[src/verilog/acs_map.vh]
// Purpose: Offsets, field positions, reset values and timing counts of the sequencer
// Assumes: 16-bit register port, word offsets
// Notes:   Included by the sequencer; the result store does not include it
`ifndef ACS_MAP_VH
`define ACS_MAP_VH
`define ACS_OFF_CTRL1      4'h0
`define ACS_OFF_RESULT     4'h1
`define ACS_OFF_IRQ_STAT   4'h2
`define ACS_OFF_IRQ_EN     4'h3
`define ACS_OFF_IRQ_CLR    4'h4
`define ACS_OFF_RES_IDX    4'h5
`define ACS_BIT_ON         15
`define ACS_BIT_IDLE_STOP  13
`define ACS_BIT_OUTPUT_FORMAT_HI    9
`define ACS_BIT_OUTPUT_FORMAT_LO    8
`define ACS_BIT_TRIG_HI    7
`define ACS_BIT_TRIG_LO    5
`define ACS_BIT_AUTO       2
`define ACS_BIT_SAMPLE     1
`define ACS_BIT_DONE       0
`define ACS_CTRL1_WMASK    16'hA3E7
`define ACS_CTRL1_RESET    16'h0000
`define ACS_TRIG_MANUAL    3'h0
`define ACS_TRIG_EXT_PIN   3'h1
`define ACS_TRIG_TIMER_A   3'h2
`define ACS_TRIG_TIMER_B   3'h4
`define ACS_TRIG_CHARGE    3'h6
`define ACS_TRIG_AUTO      3'h7
`define ACS_OUTPUT_FORMAT_INT       2'h0
`define ACS_OUTPUT_FORMAT_SINT      2'h1
`define ACS_OUTPUT_FORMAT_FRAC      2'h2
`define ACS_OUTPUT_FORMAT_SFRAC     2'h3
`define ACS_AUTO_CONV_CYC  8'h0F
`define ACS_IRQ_DONE       0
`define ACS_IRQ_TRIG       1
`define ACS_IRQ_ERR        2
`endif

[src/verilog/acs_result_mem.v]
// Purpose: Result store of the sequencer, cleared while the converter is off
// Assumes: One write port, one registered read port
// Notes:   Contents are dropped when the converter is turned off
`timescale 1ns/1ps
module acs_result_mem #(
    parameter DEPTH = 16,
    parameter AW    = 4,
    parameter DW    = 10
) (
    // Clock and reset
    input  wire          sys_clk,
    input  wire          rst,
    input  wire          clr,
    // Write side
    input  wire          wr_en,
    input  wire [AW-1:0] wr_addr,
    input  wire [DW-1:0] wr_data,
    // Read side
    input  wire [AW-1:0] rd_addr,
    output reg  [DW-1:0] rd_data
);
    reg [DW-1:0] mem [0:DEPTH-1];
    genvar g;
    generate
        for (g = 0; g < DEPTH; g = g + 1) begin : gen_word
            always @(posedge sys_clk or posedge rst) begin
                if (rst) begin
                    mem[g] <= {DW{1'b0}};
                end else if (clr) begin
                    mem[g] <= {DW{1'b0}};
                end else if (wr_en && wr_addr == g) begin
                    mem[g] <= wr_data;
                end
            end
        end
    endgenerate
    always @(posedge sys_clk or posedge rst) begin
        if (rst) begin
            rd_data <= {DW{1'b0}};
        end else begin
            rd_data <= mem[rd_addr];
        end
    end
endmodule

[src/verilog/acs_seq.v]
// Purpose: Control register and sample/convert sequencer of a SAR converter
// Assumes: Trigger and analog-core status inputs are asynchronous and get two flops
// Notes:   Register port is word addressed; read data stand one cycle after the strobe
`timescale 1ns/1ps
`include "acs_map.vh"
module acs_seq #(
    parameter DEPTH = 16,
    parameter AW    = 4
) (
    // Clock and reset
    input  wire        sys_clk,
    input  wire        rst,
    // Register port
    input  wire [3:0]  reg_addr,
    input  wire [15:0] reg_wdata,
    input  wire        reg_wr,
    input  wire        reg_rd,
    output reg  [15:0] reg_rdata,
    // Trigger sources
    input  wire        trig_charge,
    input  wire        trig_timer_a,
    input  wire        trig_timer_b,
    input  wire        ext_int_pin,
    // Device mode
    input  wire        cpu_idle,
    // Analog core
    output reg         sh_sample,
    output reg         conv_start,
    input  wire        conv_busy,
    input  wire [9:0]  conv_result,
    // Interrupt
    output wire        irq
);
    localparam ST_OFF    = 2'h0;
    localparam ST_HOLD   = 2'h1;
    localparam ST_SAMPLE = 2'h2;
    localparam ST_CONV   = 2'h3;

    reg  [15:0]   ctrl_r;
    reg  [1:0]    state_r;
    reg  [2:0]    irq_stat_r;
    reg  [2:0]    irq_en_r;
    reg  [AW-1:0] wr_idx_r;
    reg  [AW-1:0] rd_idx_r;
    reg  [7:0]    auto_cnt_r;
    reg           rd_pend_r;
    reg  [3:0]    rd_addr_r;
    reg  [1:0]    tc_s1_r;
    reg  [1:0]    tc_s2_r;
    reg  [1:0]    tt_s1_r;
    reg  [1:0]    tt_s2_r;
    reg  [1:0]    busy_s_r;
    reg  [9:0]    res_s1_r;
    reg  [9:0]    res_s2_r;
    reg  [4:0]    trig_prev_r;
    wire [9:0]    mem_rdata;
    wire [4:0]    trig_now;
    wire [4:0]    trig_edge;
    wire          conv_end;
    wire          on;
    wire          run;
    wire [2:0]    tsel;
    reg           trig_hit;
    reg           trig_bad;

    // Pulls one field out of the control word
    function [2:0] tsel_of;
        input [15:0] c;
        begin
            tsel_of = c[`ACS_BIT_TRIG_HI:`ACS_BIT_TRIG_LO];
        end
    endfunction

    // Applies the output format to a 10-bit result
    function [15:0] fmt;
        input [1:0] f;
        input [9:0] d;
        begin
            case (f)
                `ACS_OUTPUT_FORMAT_INT:  fmt = {6'h00, d};
                `ACS_OUTPUT_FORMAT_SINT: fmt = {{7{~d[9]}}, d[8:0]};
                `ACS_OUTPUT_FORMAT_FRAC: fmt = {d, 6'h00};
                default:        fmt = {~d[9], d[8:0], 6'h00};
            endcase
        end
    endfunction

    assign on   = ctrl_r[`ACS_BIT_ON];
    assign run  = on && !(cpu_idle && ctrl_r[`ACS_BIT_IDLE_STOP]);
    assign tsel = tsel_of(ctrl_r);

    // Two-flop synchronisers for the trigger and analog-core inputs; cpu_idle is used unsynchronised
    always @(posedge sys_clk or posedge rst) begin
        if (rst) begin
            tc_s1_r  <= 2'h0;
            tc_s2_r  <= 2'h0;
            tt_s1_r  <= 2'h0;
            tt_s2_r  <= 2'h0;
            busy_s_r <= 2'h0;
            res_s1_r <= 10'h000;
            res_s2_r <= 10'h000;
        end else begin
            tc_s1_r  <= {trig_charge, ext_int_pin};
            tc_s2_r  <= tc_s1_r;
            tt_s1_r  <= {trig_timer_b, trig_timer_a};
            tt_s2_r  <= tt_s1_r;
            busy_s_r <= {busy_s_r[0], conv_busy};
            res_s1_r <= conv_result;
            res_s2_r <= res_s1_r;
        end
    end

    assign trig_now  = {tc_s2_r[1], tt_s2_r[1], tt_s2_r[0], tc_s2_r[0], busy_s_r[1]};
    assign trig_edge = trig_now & ~trig_prev_r;
    assign conv_end  = trig_prev_r[0] & ~busy_s_r[1];

    always @* begin
        trig_hit = 1'b0;
        trig_bad = 1'b0;
        case (tsel)
            `ACS_TRIG_EXT_PIN: trig_hit = trig_edge[1];
            `ACS_TRIG_TIMER_A: trig_hit = trig_edge[2];
            `ACS_TRIG_TIMER_B: trig_hit = trig_edge[3];
            `ACS_TRIG_CHARGE:  trig_hit = trig_edge[4];
            `ACS_TRIG_AUTO:    trig_hit = (auto_cnt_r == `ACS_AUTO_CONV_CYC);
            `ACS_TRIG_MANUAL:  trig_hit = 1'b0;
            default:           trig_bad = 1'b1;
        endcase
    end

    wire ctrl_wr   = reg_wr && reg_addr == `ACS_OFF_CTRL1;
    wire sw_sample = ctrl_wr && reg_wdata[`ACS_BIT_SAMPLE];
    wire sw_hold   = ctrl_wr && !reg_wdata[`ACS_BIT_SAMPLE] && ctrl_r[`ACS_BIT_SAMPLE];
    wire go_conv   = run && state_r == ST_SAMPLE &&
                     (trig_hit || (tsel == `ACS_TRIG_MANUAL && sw_hold));
    wire done_ev   = state_r == ST_CONV && conv_end;

    // Sequencer and control register
    always @(posedge sys_clk or posedge rst) begin
        if (rst) begin
            ctrl_r      <= `ACS_CTRL1_RESET;
            state_r     <= ST_OFF;
            trig_prev_r <= 5'h00;
            auto_cnt_r  <= 8'h00;
            conv_start  <= 1'b0;
            sh_sample   <= 1'b0;
            wr_idx_r    <= {AW{1'b0}};
        end else begin
            trig_prev_r <= trig_now;
            conv_start  <= 1'b0;
            if (ctrl_wr) begin
                ctrl_r <= (ctrl_r & ~`ACS_CTRL1_WMASK) | (reg_wdata & `ACS_CTRL1_WMASK);
            end
            if (state_r == ST_SAMPLE && tsel == `ACS_TRIG_AUTO) begin
                auto_cnt_r <= auto_cnt_r + 8'h01;
            end else begin
                auto_cnt_r <= 8'h00;
            end
            case (state_r)
                ST_OFF: begin
                    sh_sample <= 1'b0;
                    if (run) begin
                        state_r <= ST_HOLD;
                    end
                end
                ST_HOLD: begin
                    if (sw_sample) begin
                        state_r   <= ST_SAMPLE;
                        sh_sample <= 1'b1;
                    end
                end
                ST_SAMPLE: begin
                    if (go_conv) begin
                        state_r    <= ST_CONV;
                        sh_sample  <= 1'b0;
                        conv_start <= 1'b1;
                        ctrl_r[`ACS_BIT_SAMPLE] <= 1'b0;
                        ctrl_r[`ACS_BIT_DONE]   <= 1'b0;
                    end
                end
                ST_CONV: begin
                    if (done_ev) begin
                        ctrl_r[`ACS_BIT_DONE] <= 1'b1;
                        wr_idx_r <= wr_idx_r + {{(AW-1){1'b0}}, 1'b1};
                        if (ctrl_r[`ACS_BIT_AUTO]) begin
                            state_r   <= ST_SAMPLE;
                            sh_sample <= 1'b1;
                            ctrl_r[`ACS_BIT_SAMPLE] <= 1'b1;
                        end else begin
                            state_r <= ST_HOLD;
                        end
                    end
                end
                default: state_r <= ST_OFF;
            endcase
            if (!run) begin
                state_r   <= ST_OFF;
                sh_sample <= 1'b0;
            end
            if (!on) begin
                wr_idx_r <= {AW{1'b0}};
            end
        end
    end

    acs_result_mem #(
        .DEPTH (DEPTH),
        .AW    (AW),
        .DW    (10)
    ) u_mem (
        .sys_clk (sys_clk),
        .rst     (rst),
        .clr     (!on),
        .wr_en   (done_ev),
        .wr_addr (wr_idx_r),
        .wr_data (res_s2_r),
        .rd_addr (rd_idx_r),
        .rd_data (mem_rdata)
    );

    // Interrupt status, enable, write-one clear; set wins
    always @(posedge sys_clk or posedge rst) begin
        if (rst) begin
            irq_stat_r <= 3'h0;
            irq_en_r   <= 3'h0;
            rd_idx_r   <= {AW{1'b0}};
        end else begin
            if (reg_wr && reg_addr == `ACS_OFF_IRQ_EN) begin
                irq_en_r <= reg_wdata[2:0];
            end
            if (reg_wr && reg_addr == `ACS_OFF_RES_IDX) begin
                rd_idx_r <= reg_wdata[AW-1:0];
            end
            irq_stat_r <= (irq_stat_r & ~((reg_wr && reg_addr == `ACS_OFF_IRQ_CLR) ? reg_wdata[2:0] : 3'h0))
                          | {trig_bad && state_r == ST_SAMPLE, go_conv, done_ev};
        end
    end
    assign irq = |(irq_stat_r & irq_en_r);

    // Read port: data one cycle after strobe
    always @(posedge sys_clk or posedge rst) begin
        if (rst) begin
            rd_pend_r <= 1'b0;
            rd_addr_r <= 4'h0;
        end else begin
            rd_pend_r <= reg_rd;
            rd_addr_r <= reg_addr;
        end
    end

    always @* begin
        reg_rdata = 16'h0000;
        if (rd_pend_r) begin
            case (rd_addr_r)
                `ACS_OFF_CTRL1:    reg_rdata = ctrl_r & `ACS_CTRL1_WMASK;
                `ACS_OFF_RESULT:   reg_rdata = fmt(ctrl_r[`ACS_BIT_OUTPUT_FORMAT_HI:`ACS_BIT_OUTPUT_FORMAT_LO], mem_rdata);
                `ACS_OFF_IRQ_STAT: reg_rdata = {13'h0000, irq_stat_r};
                `ACS_OFF_IRQ_EN:   reg_rdata = {13'h0000, irq_en_r};
                `ACS_OFF_RES_IDX:  reg_rdata = {{(16-AW){1'b0}}, wr_idx_r};
                default:           reg_rdata = 16'h0000;
            endcase
        end
    end
endmodule

[config.mk]
export PLATFORM = sky130hd
export DESIGN_NAME = acs_seq
export DESIGN_NICKNAME = d
export VERILOG_FILES = /design/src/verilog/acs_result_mem.v /design/src/verilog/acs_seq.v
export VERILOG_INCLUDE_DIRS = /design/src /design/src/verilog
export SDC_FILE = /design/constraint.sdc
export NUM_CORES = 1
export LEC_CHECK = 0
export BUFFER_PORTS_ARGS = -buffer_cell sky130_fd_sc_hd__buf_2
export CORE_UTILIZATION = 25
export CTS_BUF_LIST = sky130_fd_sc_hd__clkbuf_2
export DETAILED_ROUTE_END_ITERATION = 16
export SYNTH_ARGS = -nofsm -noshare
export SYNTH_HDL_FRONTEND = slang
export SYNTH_SLANG_ARGS = --single-unit
[constraint.sdc]
create_clock -name sys_clk -period 9.88 [get_ports sys_clk]
set_input_delay 0.494 -clock sys_clk [delete_from_list [all_inputs] [get_ports sys_clk]]
set_output_delay 0.494 -clock sys_clk [all_outputs]
set_load 0.005 [all_outputs]
==> results.toml <==
[timing]
setup_slack_ns = 6.79
finalCritPeriodShare = 0.313
fmax_mhz = 324
finalSetupTns_ns = 0
slew_violations = 0
worst_clock_skew_ns = 0.0736
slew_headroom = 0.238
finalSetupViolations = 0
finalHoldViolCount = 0
rsz0062_at_grt = "false"
worstMarginPinSlew_ns = 1.13
fin_crit_ns = 3.09

[route]
drt-initial-drc-count = 548
drc = 0
dr.pass1.iters = 5
vias = 7237
routed_wl_um = 27300
ant_nets = 0
drt-wirelength-per-cell_um = 17.0
viasPerCell = 4.50

[logic_synthesis]
netlist_area_mm2 = 0.0116
ys.flop_type = "dfrtp_1"
seq_area_frac_synth = 0.531
yosys.area.top_type_share = 0.531
synth_edf_count = 0
ys_ff_latch = 246
avgSynthCellArea_um2 = 13.2
synth_top_cells_by_area = "dfrtp_1 53%, mux2i_1 14%, nor2b_1 8.7%"
yosysTopAreaCell = "dfrtp_1"
synth.distinct_cells = 50
async_flop_share = 1.00
yosysWarnings = 0
syn_inst = 876
syn-num-nets = 921

[clock_tree]
cts_root_buffer = "clkbuf_2"
cts_tree = "yes"
cts_resized = 0
clock-sinks = 246
cts_setup_buffers = 0
cts_buffer_depth = 3
clk_pin_slew_ns = 0.09
clk_latency_ns = 0.84
cts_buffers = 66
cts_hold_buf = 33
htreeDepth = 3

[setup_path]
required_ns = 9.39
cp-start-kind = "flop"
setup.worst_path.class = "flop to output pin"
worstPathMaxFanout = 9
end_kind = "output pin"
r2r_cells = 4
worstPathArrival_ns = 2.59
critical-path-max-stage-delay_ns = 0.52
crit_chain = "nor4b_4 -> and2b_1 -> a21oi_1 -> a21oi_1 -> buf_2"
timing.critical_path.mode_cell = "a21oi_1"
rrSetupSlack_ns = 6.80
rr_startpoint = "wr_idx_r[2]"
r2r_end = "u_mem.mem[64]"
crit_slowest_cell = "dfrtp_1"

[placement]
port_buffers = 53
dp.cells = 1468
gp_congestion = 0.843
hpwl_um = 15700
pre_cts_ws_ns = 6.74
place_area_mm2 = 0.0123

[pwr]
power.leakage_uw = 0.00675
p_total_uw = 1990
power.density_mw_per_mm2 = 151
vdd_drop_max_mv = 0.103

[floorplanning]
rows = 78
die_w_um = 217
io_pins = 59
die_area_mm2 = 0.0472
initial_utilization = 0.254
design.core.area_mm2 = 0.0456
die_h_um = 217

[job]
drv_cap = 0

[global_routing]
grt_usage = 0.117
overflow = 0
antenna_found_initial = 2
grt_start_max_net_pins = 111
grt_pass1_vias = 7502
grt_pass1_wl_um = 42800

[final_layout]
nNetsFinal = 1014
areaGrowthSynthToFinish_pct = 13.8
drive_above_1_share = 0.204
finalInstanceArea_mm2 = 0.0132
fillers = 4654
instances_no_fill = 1608

[hold_path]
hp-start = "cpu_idle"
hold_path_depth = 4
holdCritPathClass = "input port to flop"
hold_end = "state_r[0]"

[outcome]
status = "complete, no violations"
[placed cells by master, fill, tap and decap left out, types with 11 or more instances in the layout]
cell type      synthesis  layout
nand2_1               25      25
dfrtp_1              246     243
nor2b_1              162     162
dlygate4sd3_1          0      33
mux4_1                24      24
mux2_2                18      18
mux4_2                26      26
nor2_1                23      23
clkinv_1               0      11
buf_2                 20      53
clkbuf_2               0      93
mux2i_1              163     163
nand3_1               20      20
[worst max-delay path, delay by kind of cell (launching register included)]
family	cells	cell delay [ns]
AO/OA/AOI/OAI	2	0.27
buffers and inverters	1	0.14
AND/OR/NAND/NOR	2	0.83
flip-flops	1	0.52
[area by class of cell]
| cell class | instances | area [µm²] | share of cell area |
|---|---|---|---|
| Tap cell | 600 | 751 | 0.0569 |
| Clock buffer | 93 | 465 | 0.0353 |
| Multi-Input combinational cell | 554 | 5080 | 0.385 |
| Inverter | 10 | 45.0 | 0.00342 |
| Sequential cell | 246 | 6160 | 0.467 |
| Timing Repair Buffer | 91 | 633 | 0.0480 |
| Clock inverter | 13 | 48.8 | 0.00370 |
| Antenna cell | 1 | 2.50 | 0.000190 |
[worst max path at each step]
stage                 startpoint  slack, ns  cells past startpoint       endpoint
global placement             rst       6.78                      4    res_s1_r[5]
CTS                 rd_addr_r[1]       6.73                      5   reg_rdata[2]
detailed placement           rst       6.74                      4    res_s1_r[8]
floorplan                    rst       2.63                      1  auto_cnt_r[0]
global route        rd_addr_r[1]       6.59                      5   reg_rdata[2]
finish              rd_addr_r[1]       6.79                      5   reg_rdata[2]
[cells by family after synthesis]
logic type | count (synthesis) | share of synthesized area
simple gates | 268 | 0.139
buf+inv | 76 | 0.0303
compound gates | 41 | 0.0242
xor+xnor | 9 | 0.00680
flops | 246 | 0.531
fa+ha+maj | 5 | 0.00540
mux | 231 | 0.263
[report_power, final]
group / leakage (µW) / internal [µW] / switching (µW)
registers: 0.00331 / 1030 / 64.6
clock network: 0.000412 / 248 / 417
logic: 0.00303 / 120 / 112
total: 0.00675 / 1400 / 594
[routing by layer]
layer / global-route usage / vias up / wire (µm)
met5: 0 / - / 0
met4: 0.0533 / 0 / 759
met3: 0.0252 / 61 / 1130
met2: 0.182 / 198 / 12600
met1: 0.157 / 3669 / 12800
li1: - / 3309 / -
[through the flow]
stage                     hold slack (ns)   util
after floorplan                     0.331      -
after global placement              0.334  0.271
after detailed placement            0.336  0.271
after CTS                         0.00302  0.289
after global routing               0.0631  0.289
final                               0.104  0.289
[state kept, by name, summed over array words and instances, names as in the netlist, 3 cells and up]
name	count
u_mem.mem	160
ctrl_r	10
res_s1_r	10
res_s2_r	10
u_mem.rd_data	10
auto_cnt_r	8
trig_prev_r	5
rd_addr_r	4
rd_idx_r	4
wr_idx_r	4
irq_en_r	3
irq_stat_r	3
[cells in the mapped netlist (4+ instances only)]
cell      number
a21oi_1        9
a22oi_1        6
buf_2         20
buf_6          4
clkbuf_1      40
dfrtp_1      246
ha_1           5
inv_1         10
mux2_2        18
mux2i_1      163
mux4_1        24
mux4_2        26
nand2_1       25
nand3_1       20
nand3b_1       4
nand4_1        4
nor2_1        23
nor2b_1      162
nor4bb_1       4
o21ai_0        9
xnor2_1        5
xor2_1         4
Power figures use the tool's default switching activity.
